[config.mk]
export PLATFORM = sky130hd
export DESIGN_NAME = rfm_mapper
export DESIGN_NICKNAME = d
export VERILOG_FILES = /design/src/pkg/rfm_pkg.sv /design/src/verilog/rfm_mapper.sv
export SDC_FILE = /design/constraint.sdc
export NUM_CORES = 1
export LEC_CHECK = 0
export ABC_AREA = 1
export BUFFER_PORTS_ARGS = -buffer_cell sky130_fd_sc_hd__buf_2
export CELL_PAD_IN_SITES_DETAIL_PLACEMENT = 1
export CELL_PAD_IN_SITES_GLOBAL_PLACEMENT = 1
export CORE_ASPECT_RATIO = 0.7
export CORE_MARGIN = 4
export CORE_UTILIZATION = 47
export CTS_BUF_LIST = sky130_fd_sc_hd__clkbuf_16
export CTS_CLUSTER_DIAMETER = 200
export DETAILED_ROUTE_END_ITERATION = 8
export PLACE_DENSITY_LB_ADDON = 0.05
export SYNTH_ARGS = -nofsm -noshare
export SYNTH_HDL_FRONTEND = slang
export SYNTH_SLANG_ARGS = --single-unit
[constraint.sdc]
create_clock -name pclk -period 7.4 [get_ports pclk]
set_input_delay 1.48 -clock pclk [delete_from_list [all_inputs] [get_ports pclk]]
set_output_delay 1.48 -clock pclk [all_outputs]
set_load 0.03 [all_outputs]
[src/pkg/rfm_pkg.sv]
/*
 * Constants, types and register map of the remote input function mapper.
 * Assumes a 250 MHz pclk and an APB master with 32-bit data.
 */
package rfm_pkg;

   // ----------------------------------------------------------------
   // Sizes and timing
   // ----------------------------------------------------------------
   localparam int NUM_PINS = 4;
   localparam int CODE_W = 5;
   localparam int FN_VEC_W = 32;
   localparam int ADDR_W = 8;
   localparam int CLK_MHZ = 250;
   localparam int DEBOUNCE_NS = 10000;
   localparam int DEBOUNCE_CYC = (DEBOUNCE_NS * CLK_MHZ + 999) / 1000;
   localparam int REPEAT_MS = 1000;
   localparam int REPEAT_CYC = REPEAT_MS * CLK_MHZ * 1000;

   // ----------------------------------------------------------------
   // Function codes
   // ----------------------------------------------------------------
   localparam logic [CODE_W-1:0] CODE_MAX = 5'h1c;
   localparam int FN_TARE = 1;
   localparam int FN_TARE_RESET = 2;
   localparam int FN_PEAK = 3;
   localparam int FN_VALLEY = 4;
   localparam int FN_PV_CLEAR = 5;
   localparam int FN_PV_CYCLE = 6;
   localparam int FN_RESET = 7;
   localparam int FN_FREEZE_DISP = 8;
   localparam int FN_FREEZE_ALL = 9;
   localparam int FN_SHOW_RAW = 10;
   localparam int FN_SHOW_GROSS = 11;
   localparam int FN_SHOW_TARE = 12;
   localparam int FN_ANALOG_FOLLOW_GROSS = 13;
   localparam int FN_ANA_ZERO = 14;
   localparam int FN_ANALOG_FOLLOW_PEAK = 15;
   localparam int FN_ANALOG_FOLLOW_VALLEY = 16;
   localparam int FN_PRINT_NET = 17;
   localparam int FN_PRINT_GROSS = 18;
   localparam int FN_PRINT_TARE = 19;
   localparam int FN_PRINT_SP1 = 20;
   localparam int FN_VIRT_SP = 24;
   localparam int FN_LATCH_RST = 25;
   localparam int FN_SER_UNROUND = 26;
   localparam int FN_BCD_UNROUND = 27;
   localparam int FN_ASCII = 28;

   // Factory map, pin one in the low field.
   localparam logic [NUM_PINS*CODE_W-1:0] DEFAULT_MAP =
      {5'h06, 5'h01, 5'h09, 5'h07};

   // ----------------------------------------------------------------
   // Register map
   // ----------------------------------------------------------------
   localparam logic [ADDR_W-1:0] PIN_FUNC_OFS = 8'h00;
   localparam logic [ADDR_W-1:0] STATUS_OFS = 8'h04;
   localparam logic [ADDR_W-1:0] ACTIVE_OFS = 8'h08;
   localparam int FIELD_STRIDE = 8;
   localparam int ST_PIN_LSB = 0;
   localparam int ST_DISP_LSB = 4;
   localparam int ST_ANA_LSB = 8;
   localparam int ST_DEFAULT_BIT = 11;
   localparam int ST_FRZ_DISP_BIT = 12;
   localparam int ST_FRZ_OUT_BIT = 13;

   // ----------------------------------------------------------------
   // Types
   // ----------------------------------------------------------------
   typedef enum logic [1:0] {PV_NORMAL, PV_PEAK, PV_VALLEY} rfm_pv_e;
   typedef enum logic [2:0] {
      DISP_NORMAL, DISP_PEAK, DISP_VALLEY, DISP_RAW, DISP_GROSS, DISP_TARE
   } rfm_disp_e;
   typedef enum logic [2:0] {
      ANA_NET, ANALOG_FOLLOW_GROSS, ANALOG_FOLLOW_PEAK, ANALOG_FOLLOW_VALLEY, ANA_ZERO
   } rfm_ana_e;

   // One-cycle action requests.
   typedef struct packed {
      logic tare_add;
      logic tare_clear;
      logic pv_reload;
      logic peak_clear;
      logic valley_clear;
      logic print_net;
      logic print_gross;
      logic print_tare;
      logic [NUM_PINS-1:0] print_setpoint;
      logic latch_reset;
      logic ascii_send;
   } rfm_act_s;

   // Levels that hold while a pin is low, and the latched peak or valley view.
   typedef struct packed {
      logic display_only_freeze;
      logic display_and_output_freeze;
      logic raw_flash;
      logic virtual_setpoint_enable;
      logic serial_unrounded_select;
      logic bcd_unrounded_select;
      rfm_disp_e display_sel;
      rfm_ana_e analog_sel;
   } rfm_lvl_s;

endpackage : rfm_pkg

[src/verilog/rfm_mapper.sv]
/*
 * Remote input function mapper: four remote pins, each debounced and
 * bound to a programmable function, driving action pulses and levels.
 * Assumes an APB master on pclk and asynchronous active-low pins.
 */
`timescale 1ns/1ps

module rfm_mapper #(
   parameter int DEBOUNCE_CYCLES = rfm_pkg::DEBOUNCE_CYC,
   parameter int REPEAT_CYCLES = rfm_pkg::REPEAT_CYC
) (
   // Clock and reset
   input wire logic pclk,
   input wire logic presetn,
   // APB slave
   input wire logic psel,
   input wire logic penable,
   input wire logic pwrite,
   input wire logic [rfm_pkg::ADDR_W-1:0] paddr,
   input wire logic [31:0] pwdata,
   input wire logic [3:0] pstrb,
   output logic [31:0] prdata,
   output logic pready,
   output logic pslverr,
   // Remote pins, low active against common
   input wire logic [rfm_pkg::NUM_PINS-1:0] remote_pin_n,
   // Function outputs
   output rfm_pkg::rfm_act_s actions,
   output rfm_pkg::rfm_lvl_s levels
);
   import rfm_pkg::*;

   localparam int DB_W = $clog2(DEBOUNCE_CYCLES + 1);
   localparam int RP_W = $clog2(REPEAT_CYCLES + 1);

   logic [CODE_W-1:0] pin_func_reg [NUM_PINS];
   logic [CODE_W-1:0] code_eff [NUM_PINS];
   logic [NUM_PINS-1:0] sync1_reg;
   logic [NUM_PINS-1:0] sync2_reg;
   logic [NUM_PINS-1:0] pin_db_reg;
   logic [NUM_PINS-1:0] pin_fall;
   logic [FN_VEC_W-1:0] fall_fn;
   logic [FN_VEC_W-1:0] low_fn;
   logic use_default;
   logic reset_held;
   rfm_pv_e pv_reg;
   rfm_pv_e pv_next;
   rfm_act_s act_reg;
   rfm_act_s act_next;
   rfm_lvl_s lvl_reg;
   rfm_lvl_s lvl_next;
   logic [RP_W-1:0] rep_cnt_reg;
   logic rep_done;
   logic [31:0] prdata_reg;
   logic pready_reg;
   logic pslverr_reg;
   logic apb_access;
   logic apb_commit;
   logic addr_ok;
   logic [31:0] rd_next;

   // ----------------------------------------------------------------
   // Pin conditioning
   // ----------------------------------------------------------------
   // A contact bounces for far longer than one clock; a new level is
   // accepted only after it stood for the whole debounce window.
   genvar g;
   generate
      for (g = 0; g < NUM_PINS; g++) begin : g_pin
         logic [DB_W-1:0] db_cnt_reg;

         always_ff @(posedge pclk or negedge presetn) begin
            if (!presetn) begin
               sync1_reg[g] <= 1'b1;
               sync2_reg[g] <= 1'b1;
            end else begin
               sync1_reg[g] <= remote_pin_n[g];
               sync2_reg[g] <= sync1_reg[g];
            end
         end

         always_ff @(posedge pclk or negedge presetn) begin
            if (!presetn) begin
               db_cnt_reg <= '0;
               pin_db_reg[g] <= 1'b1;
            end else if (sync2_reg[g] == pin_db_reg[g]) begin
               db_cnt_reg <= '0;
            end else if (db_cnt_reg == DB_W'(DEBOUNCE_CYCLES - 1)) begin
               db_cnt_reg <= '0;
               pin_db_reg[g] <= sync2_reg[g];
            end else begin
               db_cnt_reg <= db_cnt_reg + 1'b1;
            end
         end

         // One accepted high-to-low change gives one event.
         assign pin_fall[g] = pin_db_reg[g] & ~sync2_reg[g] &
            (db_cnt_reg == DB_W'(DEBOUNCE_CYCLES - 1));
      end
   endgenerate

   // ----------------------------------------------------------------
   // Code mapping
   // ----------------------------------------------------------------
   always_comb begin
      use_default = 1'b1;
      for (int i = 0; i < NUM_PINS; i++) begin
         if (pin_func_reg[i] != '0) begin
            use_default = 1'b0;
         end
      end
   end

   always_comb begin
      for (int i = 0; i < NUM_PINS; i++) begin
         if (use_default) begin
            code_eff[i] = DEFAULT_MAP[i*CODE_W +: CODE_W];
         end else begin
            code_eff[i] = pin_func_reg[i];
         end
      end
   end

   // Bit n of fall_fn is an edge on some pin bound to code n, bit n of
   // low_fn a pin bound to code n that is held low. Bit 0 is never read,
   // and codes above the legal range land in bits nobody looks at.
   always_comb begin
      fall_fn = '0;
      low_fn = '0;
      for (int i = 0; i < NUM_PINS; i++) begin
         fall_fn[code_eff[i]] = fall_fn[code_eff[i]] | pin_fall[i];
         low_fn[code_eff[i]] = low_fn[code_eff[i]] | ~pin_db_reg[i];
      end
   end

   assign reset_held = low_fn[FN_RESET];

   // ----------------------------------------------------------------
   // Peak and valley view
   // ----------------------------------------------------------------
   always_comb begin
      pv_next = pv_reg;
      if (fall_fn[FN_PV_CYCLE] && !reset_held) begin
         unique case (pv_reg)
            PV_NORMAL: pv_next = PV_PEAK;
            PV_PEAK: pv_next = PV_VALLEY;
            PV_VALLEY: pv_next = PV_NORMAL;
         endcase
      end else if (fall_fn[FN_PEAK]) begin
         pv_next = (pv_reg == PV_PEAK) ? PV_NORMAL : PV_PEAK;
      end else if (fall_fn[FN_VALLEY]) begin
         pv_next = (pv_reg == PV_VALLEY) ? PV_NORMAL : PV_VALLEY;
      end
   end

   always_ff @(posedge pclk or negedge presetn) begin
      if (!presetn) begin
         pv_reg <= PV_NORMAL;
      end else begin
         pv_reg <= pv_next;
      end
   end

   // ----------------------------------------------------------------
   // Repeat timer for the ASCII transmit
   // ----------------------------------------------------------------
   assign rep_done = low_fn[FN_ASCII] &&
      (rep_cnt_reg == RP_W'(REPEAT_CYCLES - 1));

   always_ff @(posedge pclk or negedge presetn) begin
      if (!presetn) begin
         rep_cnt_reg <= '0;
      end else if (!low_fn[FN_ASCII] || fall_fn[FN_ASCII] || rep_done) begin
         rep_cnt_reg <= '0;
      end else begin
         rep_cnt_reg <= rep_cnt_reg + 1'b1;
      end
   end

   // ----------------------------------------------------------------
   // Actions
   // ----------------------------------------------------------------
   always_comb begin
      logic pv_clr;
      pv_clr = fall_fn[FN_PV_CLEAR] | (fall_fn[FN_PV_CYCLE] & reset_held);
      act_next = '0;
      act_next.tare_add = fall_fn[FN_TARE] & ~reset_held;
      act_next.tare_clear = fall_fn[FN_TARE_RESET] |
         (fall_fn[FN_TARE] & reset_held);
      act_next.pv_reload = act_next.tare_add | act_next.tare_clear;
      act_next.peak_clear = pv_clr & (pv_reg == PV_PEAK);
      act_next.valley_clear = pv_clr & (pv_reg == PV_VALLEY);
      act_next.print_net = fall_fn[FN_PRINT_NET];
      act_next.print_gross = fall_fn[FN_PRINT_GROSS];
      act_next.print_tare = fall_fn[FN_PRINT_TARE];
      act_next.print_setpoint =
         fall_fn[FN_PRINT_SP1 +: NUM_PINS];
      act_next.latch_reset = fall_fn[FN_LATCH_RST];
      act_next.ascii_send = fall_fn[FN_ASCII] | rep_done;
   end

   always_ff @(posedge pclk or negedge presetn) begin
      if (!presetn) begin
         act_reg <= '0;
      end else begin
         act_reg <= act_next;
      end
   end

   // ----------------------------------------------------------------
   // Levels
   // ----------------------------------------------------------------
   // When several source pins are low together the lower code wins and
   // beats the peak or valley view; a forced zero beats every analog source for safety.
   always_comb begin
      lvl_next.display_only_freeze =
         low_fn[FN_FREEZE_DISP] | low_fn[FN_FREEZE_ALL];
      lvl_next.display_and_output_freeze = low_fn[FN_FREEZE_ALL];
      lvl_next.raw_flash = low_fn[FN_SHOW_RAW];
      lvl_next.virtual_setpoint_enable = low_fn[FN_VIRT_SP];
      lvl_next.serial_unrounded_select = low_fn[FN_SER_UNROUND];
      lvl_next.bcd_unrounded_select = low_fn[FN_BCD_UNROUND];
      if (low_fn[FN_SHOW_RAW]) begin
         lvl_next.display_sel = DISP_RAW;
      end else if (low_fn[FN_SHOW_GROSS]) begin
         lvl_next.display_sel = DISP_GROSS;
      end else if (low_fn[FN_SHOW_TARE]) begin
         lvl_next.display_sel = DISP_TARE;
      end else if (pv_reg == PV_PEAK) begin
         lvl_next.display_sel = DISP_PEAK;
      end else if (pv_reg == PV_VALLEY) begin
         lvl_next.display_sel = DISP_VALLEY;
      end else begin
         lvl_next.display_sel = DISP_NORMAL;
      end
      if (low_fn[FN_ANA_ZERO]) begin
         lvl_next.analog_sel = ANA_ZERO;
      end else if (low_fn[FN_ANALOG_FOLLOW_GROSS]) begin
         lvl_next.analog_sel = ANALOG_FOLLOW_GROSS;
      end else if (low_fn[FN_ANALOG_FOLLOW_PEAK]) begin
         lvl_next.analog_sel = ANALOG_FOLLOW_PEAK;
      end else if (low_fn[FN_ANALOG_FOLLOW_VALLEY]) begin
         lvl_next.analog_sel = ANALOG_FOLLOW_VALLEY;
      end else begin
         lvl_next.analog_sel = ANA_NET;
      end
   end

   always_ff @(posedge pclk or negedge presetn) begin
      if (!presetn) begin
         lvl_reg <= '0;
      end else begin
         lvl_reg <= lvl_next;
      end
   end

   // ----------------------------------------------------------------
   // APB slave
   // ----------------------------------------------------------------
   // One wait state keeps prdata, pready and pslverr registered.
   assign apb_access = psel & penable & ~pready_reg;
   assign apb_commit = psel & penable & pready_reg;
   assign addr_ok = (paddr == PIN_FUNC_OFS) || (paddr == STATUS_OFS) ||
      (paddr == ACTIVE_OFS);

   always_comb begin
      rd_next = '0;
      unique case (paddr)
         PIN_FUNC_OFS, ACTIVE_OFS: begin
            for (int i = 0; i < NUM_PINS; i++) begin
               rd_next[i*FIELD_STRIDE +: CODE_W] =
                  (paddr == PIN_FUNC_OFS) ? pin_func_reg[i] : code_eff[i];
            end
         end
         STATUS_OFS: begin
            rd_next[ST_PIN_LSB +: NUM_PINS] = pin_db_reg;
            rd_next[ST_DISP_LSB +: 3] = lvl_reg.display_sel;
            rd_next[ST_ANA_LSB +: 3] = lvl_reg.analog_sel;
            rd_next[ST_DEFAULT_BIT] = use_default;
            rd_next[ST_FRZ_DISP_BIT] = lvl_reg.display_only_freeze;
            rd_next[ST_FRZ_OUT_BIT] = lvl_reg.display_and_output_freeze;
         end
         default: rd_next = '0;
      endcase
   end

   always_ff @(posedge pclk or negedge presetn) begin
      if (!presetn) begin
         pready_reg <= 1'b0;
         pslverr_reg <= 1'b0;
         prdata_reg <= '0;
      end else begin
         pready_reg <= apb_access;
         pslverr_reg <= apb_access & ~addr_ok;
         if (apb_access && !pwrite) begin
            prdata_reg <= rd_next;
         end
      end
   end

   // An out-of-range code is refused per byte and the old one is kept.
   always_ff @(posedge pclk or negedge presetn) begin
      if (!presetn) begin
         for (int i = 0; i < NUM_PINS; i++) begin
            pin_func_reg[i] <= '0;
         end
      end else if (apb_commit && pwrite && paddr == PIN_FUNC_OFS) begin
         for (int i = 0; i < NUM_PINS; i++) begin
            if (pstrb[i] &&
                pwdata[i*FIELD_STRIDE +: CODE_W] <= CODE_MAX) begin
               pin_func_reg[i] <= pwdata[i*FIELD_STRIDE +: CODE_W];
            end
         end
      end
   end

   assign prdata = prdata_reg;
   assign pready = pready_reg;
   assign pslverr = pslverr_reg;
   assign actions = act_reg;
   assign levels = lvl_reg;
endmodule : rfm_mapper
-- Yosys cells after proc, flatten, opt, wreduce, memory -nomap -nowiden
Memories as Yosys holds them, arrays and structs flattened.
Index checks and enable logic that the tools add are counted.
W data, S select, Z words.
- add/subtract/negate cells: 5
- multipliers: 0
- divide/modulo/power cells: 0
- order comparisons: 12
- equality and inequality tests: 13
- shifts and indexed selects: 0
- muxes and demuxes: 69
- bitwise operators: 47
- reduce and logical (&&, ||, !) cells: 36
- operators by type and width (cell ; number):
    $bwmux W32 ; 6
    $mux W12 ; 8
    $and A32 B32 Y32 ; 2
    $mux W5 ; 10
    $add A12 B1 Y12 const B ; 4
    $eq A12 B12 Y1 const B ; 4
    $bmux W1 S5 ; 6
    $add A28 B1 Y28 const B ; 1
    $eq A28 B28 Y1 const B ; 1
    $mux W28 ; 1
    $lt A5 B6 Y1 const B ; 4
    $demux W1 S5 ; 4
    $ge A5 B1 Y1 const B ; 4
    $le A5 B5 Y1 const B ; 4
    $mux W2 ; 10
    $pmux W5 S2 ; 2
    $reduce_bool A5 Y1 ; 4
    $and A1 B1 Y1 ; 17
    $mux W1 ; 17
    $reduce_and A2 Y1 ; 8
    $not A1 Y1 ; 15
    $logic_and A1 B1 Y1 ; 13
    $or A1 B1 Y1 ; 13
    $mux W3 ; 4
    12 further kinds ; 20
- flip-flop bits (word level): 161
- latch bits: 0
- RAM bits: 0
- bits in read-only memories: 32
- input bits: 53
- memories kept: 1
- memories (memory ; words ; width ; read ports ; clocked after Yosys merged registers in ; wr ports ; line ; RTL):
    (name not given) ; 32 ; 1 ; 1 ; 0 ; 0 ; rfm_mapper.sv:132 ; low_fn[code_eff[i]] = low_fn[code_eff[i]] | ~pin_db_reg[i];

-- Logic depth before layout (Yosys ltp)
Gate-level depths: netlist (run 1).
- depth in word-level cells: 27
- gate-level depth with buffers: 40

-- Worst setup path before layout (run 1)
OpenSTA, ideal clock, no wires.
- path type: reg2reg
- start: register sync2_reg[0]
- end: register rep_cnt_reg[16]
- setup time: 0.069 ns
- data arrival time: 3.820 ns
- data required time: 7.331 ns
- slack: 3.511 ns
- stages on the path, launching flop included: 32
- buffers on the path: 4
- period minus slack after synthesis: 3.889 ns
- cells stage by stage: dfstp_2 inv_1 ha_1 nand4_1 clkbuf_1 nor2_1 nor2_1 nor2_1 nand2_1 nand4_1 nand3_1 nand3_1 nand2_4 buf_6 nand3_1 nand3_1 nand2_1 o21ai_1 nand3_1 nor2_4 buf_4 nand3_1 a21oi_1 nand3_1 nand3_2 nand2_2 nor2_4 nand2_2 a21oi_4 nand3_4 buf_12 nor2_2
- cells in the longest elaborated chain, start to end: 20
- RTL lines (item ; line ; RTL):
    from (decl) ; rfm_mapper.sv:39 ; logic [NUM_PINS-1:0] sync2_reg;
    from (signal, indexed assignment) ; rfm_mapper.sv:78 ; sync2_reg[g] <= sync1_reg[g];
    $not A1 Y1 (*) ; rfm_mapper.sv:97 ; assign pin_fall[g] = pin_db_reg[g] & ~sync2_reg[g] &
    $and A1 B1 Y1 (*) (2 in series) ; rfm_mapper.sv:97 ;
    $or A1 B1 Y1 (*) ; rfm_mapper.sv:131 ; fall_fn[code_eff[i]] = fall_fn[code_eff[i]] | pin_fall[i];
    $and A32 B32 Y32 (no source line) (*) ; -- ;
    $bmux W1 S5 ; rfm_mapper.sv:131 ;
    $mux W1 (implied by the code) ; rfm_mapper.sv:131 ;
    $or A1 B1 Y1 ; rfm_mapper.sv:131 ;
    $bwmux W32 (*) ; rfm_mapper.sv:131 ;
    (+2 left out) ; -- ;
    $or A1 B1 Y1 ; rfm_mapper.sv:131 ;
    $bwmux W32 (*) ; rfm_mapper.sv:131 ;
    $bmux W1 S5 ; rfm_mapper.sv:131 ;
    $mux W1 (implied by the code) ; rfm_mapper.sv:131 ;
    $or A1 B1 Y1 ; rfm_mapper.sv:131 ;
    $bwmux W32 (*) ; rfm_mapper.sv:131 ;
    $logic_or A1 B1 Y1 (*) (2 in series) ; rfm_mapper.sv:173 ; end else if (!low_fn[FN_ASCII] || fall_fn[FN_ASCII] || rep_done) begin
    $mux W28 (*) ; rfm_mapper.sv:173 ;
    to (signal assigned) ; rfm_mapper.sv:176 ; rep_cnt_reg <= rep_cnt_reg + 1'b1;
    to (decl) ; rfm_mapper.sv:52 ; logic [RP_W-1:0] rep_cnt_reg;
Mark *: on every way between the ends. The rest lies on a longest branch, timed or not. The select of a mux whose other input is x is not followed.
A chain may end at the register's enable or synchronous reset.

==> results by group, run 1 <==
Run status
  – Status: finished clean

Global routing
  – Pin count of the biggest net entering global routing: 103
  – First-pass GRT wire length: 75200 microns
  – GRT Total Usage: 31.5%
  – Grt ovf: 0
  – Initial antenna violation count: 0
  – Vias in the first global route: 14200

Timing
  – Worst slew pin tran: 0.969 ns
  – Min Tclk post-route: 6.18 ns
  – Max Slew Vio Count: 0
  – Clk_skew: approximately 0.0083 ns
  – Highest Clock Rate: around 160 MHz
  – Final period utilization: 83.5%
  – Final TNS setup: 0 ns
  – Rel. slew slack: a little over a third
  – Setup Viol. Count Final: 0
  – Final hold violation count: 0
  – Final WS setup: 1.22 ns
  – RSZ-0062 raised after global routing: no
  – Hold slack: 0.354 ns

Cells and area
  – Fraction of layout instances using a drive strength above 1: 11.5%
  – Post-route cell area: 13900 sq um
  – Layout area overhead: 9.38%
  – Max reg flops: 48
  – # diodes: 0
  – Nets: ~2100
  – Fillers: approximately 3700

Route
  – Via count: ~14000
  – Remaining DRCs: 0
  – Post-Route WL: 47000 microns
  – Via-per-instance ratio: 5.71
  – Post-DR wirelength/cell: between 15 and 20 microns
  – Iteration-0 DRC Markers: approximately 1100
  – DRT Pass-1 Iters: 5
  – DRT antenna net count: 0

CTS
  – Total CTS buffers: 17
  – H-Tree Level Count: 4
  – Resized cells post-CTS: 0
  – CTS root buf: clkbuf_16
  – Clock latency on the worst-skew pair: 0.46 ns
  – Hold buffer count at CTS: 0
  – Reg clk slew, reported paths: ~0.070 ns
  – TritonCTS clock tree: done
  – Clock Path Buffers: 2
  – Setup Fix Bufs, Post-CTS: 0
  – TritonCTS Sinks: 161

Pwr
  – Power Total: 1.80 mW
  – Leakage: 6.34 nW
  – Worst vdd ir: 0.000141 V
  – Ratio of total power to cell area: between 100 and 150 nW/um^2

Hold path
  – HP Class: flop to flop

Setup path
  – Critical path's largest stage delay: 0.55 ns
  – Delay-heaviest family, CP: simple AND/OR/NAND/NOR gates
  – Setup crit end kind: flop
  – CP max FO: 18
  – Flop2flop setup slack: 1.22 ns
  – Buf/Inv on CP: 6
  – CP required: 7.75 ns
  – CP dominant cell by count: nand2_1
  – Setup Crit Path Kind: flop to flop
  – Crit path DAT: between 6 and 7 ns
  – Slowest-stage cell, CP: dfrtp_1
  – CP startpoint kind: flop

Synth
  – YS warnings: 0
  – Top FF cell, synth: dfrtp_1
  – Mean Syn Cell Area: 6.38 sq um
  – Post-synth ARST share: 100%
  – FF+latch count, synth: about 160
  – Distinct cells, synth: 51
  – Seq/Total Area, Yosys: 31.8%
  – Mapped Cells: 1992
  – Number of synthesized flops with an enable pin: 0
  – Mapped cell area: 12700 sq um

Die
  – Die width: between 200 and 250 microns
  – Die height: 146 microns
  – Die area: 29800 sq um
  – Number of cell rows: 50
  – I/O pin cnt: ~110
  – Initial Util: 47.6%
  – Core area: around 27000 sq um

Place
  – Port bufs: 91
  – Placed inst area: 13400 sq um
  – DP Worst Slack: around 1.5 ns
  – Routability congestion estimate: 0.933
  – Final HPWL DP: 36200 microns

Job
  – Max_cap viols: 0
==> worst register-to-register path: cells and delay by family (launching register included) <==
family,cells,cell delay [ns]
simple gates,26,3.10
buf+inv,6,1.46
compound gates,4,0.97
flops,1,0.55
==> cell usage after synthesis (7+ instances only) <==
master	number	area, sq um
a21oi_1	106	531
buf_2	19	95.1
buf_4	30	225
clkbuf_1	23	86.3
dfrtp_1	149	3730
dfstp_2	12	315
ha_1	12	150
inv_1	235	882
inv_2	16	60.1
nand2_1	464	1740
nand2_2	10	62.6
nand3_1	248	1240
nand3b_1	9	67.6
nand4_1	51	319
nor2_1	307	1150
nor2_2	7	43.8
nor2_4	22	248
nor3_1	40	200
nor3b_1	10	75.1
nor4_1	16	100
o211ai_1	11	82.6
o21ai_0	92	460
o21ai_1	14	70.1
or2_2	8	50.1
xnor2_1	7	61.3
xor2_1	19	166
==> cell type report <==
type / instances / area, sq um / share of cell area [%]
Sequential cell: 161 / 4040 / 29.1
Clock buffer: 17 / 425 / 3.06
Multi-Input combinational cell: 1502 / 7230 / 52.0
Inverter: 256 / 961 / 6.91
Tap cell: 364 / 455 / 3.27
Timing Repair Buffer: 119 / 684 / 4.92
Clock inverter: 15 / 103 / 0.738
==> placed cells by master (no fill, tap or decap), types with 14 or more instances in the layout <==
| cell | count |
|---|---|
| nand2_1 | 464 |
| inv_2 | 16 |
| buf_2 | 90 |
| dfrtp_1 | 149 |
| o21ai_1 | 14 |
| nor2_4 | 22 |
| nand4_1 | 51 |
| nor4_1 | 14 |
| o21ai_0 | 92 |
| buf_4 | 27 |
| clkbuf_16 | 17 |
| inv_1 | 237 |
| a21oi_1 | 106 |
| xor2_1 | 19 |
| nand3_1 | 248 |
| nor2_1 | 307 |
| nor3_1 | 40 |
==> logic make-up after synthesis <==
| logic type | Yosys count | share of synthesized area (%) |
|---|---|---|
| AND/OR/NAND/NOR | 1207 | 42.9 |
| buffers and inverters | 337 | 11.6 |
| AO/OA/AOI/OAI | 247 | 10.6 |
| flip-flops | 161 | 31.8 |
| XOR/XNOR | 26 | 1.79 |
| adder cells (fa/ha/maj) | 12 | 1.18 |
| other | 1 | 0.0295 |
| multiplexers | 1 | 0.0787 |
==> power by group <==
part           switching, mW  internal [mW]  leakage, nW
registers            0.00618          0.892         2.09
clock network          0.374          0.452        0.269
logic                 0.0585         0.0206         3.98
==> per-layer routing <==
metal,wire length (microns),share of wire [%],vias up,GRT usage [%]
li1,-,-,6579,-
met1,21900,47,6792,45.3
met2,21000,45,443,49.6
met3,3080,6.6,88,4.97
met4,1010,2.1,0,8.70
met5,0,0,-,0
==> metrics by stage <==
step / utilization (%) / instances
finish: 52.1 / 2434
global route: 52.1 / 2434
CTS: 52.1 / 2434
detailed placement: 50.1 / 2402
global placement: 50.1 / 2402
floorplan: - / 2000
==> worst paths after layout <==
| kind | from | to | cells past startpoint |
|---|---|---|---|
| worst max-delay path | pin_func_reg[3] | levels[4] | 36 |
| worst min-delay path | sync1_reg[0] | sync2_reg[0] | 0 |
| worst max register to register | pin_func_reg[3] | levels[4] | 36 |
| worst min register to register | sync1_reg[0] | sync2_reg[0] | 0 |
| max in group asynchronous | presetn | rep_cnt_reg[16] | 2 |
| min in group asynchronous | presetn | g_pin[2].db_cnt_reg[5] | 1 |
Note: power is estimated with default switching activity, not from simulation.
==> run 2: changes to the inputs <==
--- a/config.mk
+++ b/config.mk
@@ -11,7 +11,7 @@
 export CELL_PAD_IN_SITES_GLOBAL_PLACEMENT = 1
 export CORE_ASPECT_RATIO = 0.7
 export CORE_MARGIN = 4
-export CORE_UTILIZATION = 47
+export CORE_UTILIZATION = 39
 export CTS_BUF_LIST = sky130_fd_sc_hd__clkbuf_16
 export CTS_CLUSTER_DIAMETER = 200
 export DETAILED_ROUTE_END_ITERATION = 8
==> constraint.sdc (replaced) <==
create_clock -name pclk -period 5 [get_ports pclk]
set_input_delay 1 -clock pclk [delete_from_list [all_inputs] [get_ports pclk]]
set_output_delay 1 -clock pclk [all_outputs]
set_load 0.03 [all_outputs]
==> results by group, run 2 (synthesized netlist as in run 1, its figures left out) <==
Place
  – Final HPWL DP: 40400 microns (+12%)
  – Port bufs: 91 (unchanged)
  – DP Worst Slack: -0.0273 ns (-1.51 ns)
  – Routability congestion estimate: 0.897 (-3.9%)

Timing
  – Highest Clock Rate: 204 MHz (+26%)
  – Clk_skew: 0.0238 ns (+0.0155 ns)
  – Setup Viol. Count Final: 0 (unchanged)
  – Final period utilization: 97.9% (+14 points)
  – Final hold violation count: 0 (unchanged)
  – Final WS setup: 0.107 ns (-1.11 ns)
  – Max Slew Vio Count: 0 (unchanged)
  – Worst slew pin tran: 0.901 ns (-0.0679 ns)
  – Final TNS setup: 0 ns (unchanged)
  – Rel. slew slack: 39.9% (+4.5 points)
  – RSZ-0062 raised after global routing: yes
  – Min Tclk post-route: 4.89 ns (-1.29 ns)

Run status
  – Status: finished clean

Route
  – Metal3 WL: 3660 microns (+19%)
  – Top layer in use: met4
  – Post-Route WL: 53600 microns (+14%)
  – Remaining DRCs: 0 (unchanged)
  – Iteration-0 DRC Markers: 1303 (+22%)
  – Via count: 14700 (+5.8%)
  – DRT Pass-1 Iters: 5 (unchanged)
  – DRT antenna net count: 0 (unchanged)
  – Wl on met1: 25700 microns (+18%)
  – Met2 routed WL: 23200 microns (+11%)
  – Post-DR wirelength/cell: 19.9 microns (+3.3%)
  – Via-per-instance ratio: 5.47 (-4.3%)

Cells and area
  – Fillers: 4297 (+15%)
  – # diodes: 0 (unchanged)
  – Max reg flops: 48 (unchanged)
  – Most common cell after layout, fill and taps aside: nand2_1
  – Fraction of layout instances using a drive strength above 1: 23.5% (+12 points)
  – Layout area overhead: 28.5%
  – Most frequent cells in the layout: 433 x nand2_1, 284 x nor2_1, 233 x inv_1
  – Nets: 2316 (+9.1%)

Setup path
  – Flop2flop setup slack: 0.11 ns (-1.11 ns)
  – CP max FO: 14 (-4)
  – Setup crit end kind: flop
  – Setup Crit Path Kind: flop to flop
  – Slowest-stage cell, CP: dfstp_2
  – Worst reg2reg path depth: 36 (unchanged)
  – R2r startpoint: sync2_reg[0]
  – CP startpoint kind: flop
  – Reg2reg end: rep_cnt_reg[21]
  – Crit path DAT: 5.28 ns (-1.25 ns)
  – Critical path's largest stage delay: 0.53 ns (-0.02 ns)
  – CP required: 5.39 ns (-2.36 ns)
  – CP dominant cell by count: nand2_1

CTS
  – TritonCTS clock tree: done
  – Hold buffer count at CTS: 0 (unchanged)
  – Clock Path Buffers: 2 (unchanged)
  – Clock latency on the worst-skew pair: 0.47 ns (about the same)
  – Reg clk slew, reported paths: 0.07 ns (about the same)
  – H-Tree Level Count: 4 (unchanged)
  – TritonCTS Sinks: 161 (unchanged)
  – Total CTS buffers: 17 (unchanged)
  – CTS root buf: clkbuf_16

Pwr
  – Ratio of total power to cell area: 179 nW/um^2 (+38%)
  – Share of power burned in registers: 45.5% (-4.3 points)
  – P_sw: 0.760 mW (+73%)
  – Leakage: 7.49 nW (+18%)
  – Int Pwr: 2.16 mW (+58%)
  – Comb power frac: 4.4% (about the same)
  – Sw Share: 26.0% (+1.7 points)
  – Worst vdd ir: 0.000216 V (+54%)
  – Clk network pwr share: 50.1% (+4.3 points)

Global routing
  – GRT Total Usage: 28.5% (-3.0 points)
  – First-pass GRT wire length: 81000 microns (+7.7%)
  – Initial antenna violation count: 0 (unchanged)
  – Pin count of the biggest net entering global routing: 96 (-6.8%)
  – Grt ovf: 0 (unchanged)
  – Vias in the first global route: 14800 (+4.3%)

Die
  – Initial Util: 39.5% (-8.1 points)
  – Die area: 35600 sq um (+20%)
  – Core area: 32200 sq um (+21%)
  – Die height: 159 microns (+9.2%)
  – I/O pin cnt: 113 (unchanged)
  – Die width: 224 microns (+9.4%)
  – Number of cell rows: 55 (+10%)

Job
  – Max_cap viols: 0 (unchanged)

Hold path
  – Hold Startpoint: sync1_reg[1]
  – Worst Hold End: sync2_reg[1]
  – HP Class: flop to flop
  – Min-Delay Path Depth: 0 (unchanged)
## run 2: cell count changes in the layout (fill, tap and decap cells not counted), sizes merged
cell and change:
buf +185, clkbuf +7, clkinv -6, inv +4, bufinv +2, nand2 +1
nand3 +1
## run 2: worst max path at each step
| stage | to | from | slack, ns |
|---|---|---|---|
| after global placement | rep_cnt_reg[24] | pin_func_reg[3] | 0.08 |
| after detailed placement | rep_cnt_reg[2] | pin_func_reg[18] | -0.03 |
| after CTS | rep_cnt_reg[2] | pin_func_reg[18] | 0.02 |
| after global routing | rep_cnt_reg[2] | g_pin[0].db_cnt_reg[0] | -0.14 |
| final | rep_cnt_reg[21] | sync2_reg[0] | 0.11 |
| after floorplan | rep_cnt_reg[16] | sync2_reg[0] | 1.11 |
## run 2: routing by layer
| layer | GRT usage (%) | vias up |
|---|---|---|
| li1 | - | 6979 |
| met1 | 41.6 | 7203 |
| met3 | 5.09 | 76 |
| met4 | 6.94 | 0 |
| met5 | 0 | - |
| met2 | 44.1 | 452 |
## run 2: area by class of cell
type / instances / area, sq um / area share [%]
sequential: 161 / 4050 / 24.8
clock buffer: 17 / 425 / 2.60
inverter: 256 / 968 / 5.93
tap: 427 / 534 / 3.27
timing repair buffer: 311 / 2470 / 15.1
multi-input combinational: 1504 / 7690 / 47.1
clock inverter: 15 / 199 / 1.22
## run 2: what timing repair did
item	CTS	global route
gates cloned	0	9
endpoints found under the setup margin	34	56
setup buffers	3	39
resized for setup	2	148
pin swaps	1	57
## run 2: stage by stage
step / util, % / power, mW / area, sq um / hold WS (ns) / std cells
2_1_floorplan: - / 1.41 / 12700 / 0.345 / 2000
3_3_place_gp: 45.5 / 1.47 / 14700 / 0.346 / 2609
3_5_place_dp: 45.5 / 1.48 / 14700 / 0.350 / 2609
4_1_cts: 47.6 / 2.94 / 15300 / 0.355 / 2644
5_1_grt: 50.7 / 3.01 / 16300 / 0.356 / 2691
6_report: 50.7 / 2.92 / 16300 / 0.357 / 2691
## run 2: critical path, delay by kind of cell, from the launching register on
kind,cells,cell delay (ns)
adder cells (fa/ha/maj),1,0.16
AO/OA/AOI/OAI,2,0.45
buffers and inverters,10,1.38
flip-flops,1,0.53
AND/OR/NAND/NOR,23,2.30
## run 2: power by group through the flow
stage / registers, mW / clock network, mW / logic [mW]
after detailed placement: 1.35 / 0 / 0.124
after global placement: 1.35 / 0 / 0.121
final: 1.33 / 1.46 / 0.128
after global routing: 1.33 / 1.54 / 0.145
after floorplan: 1.36 / 0 / 0.0554
after CTS: 1.33 / 1.49 / 0.125
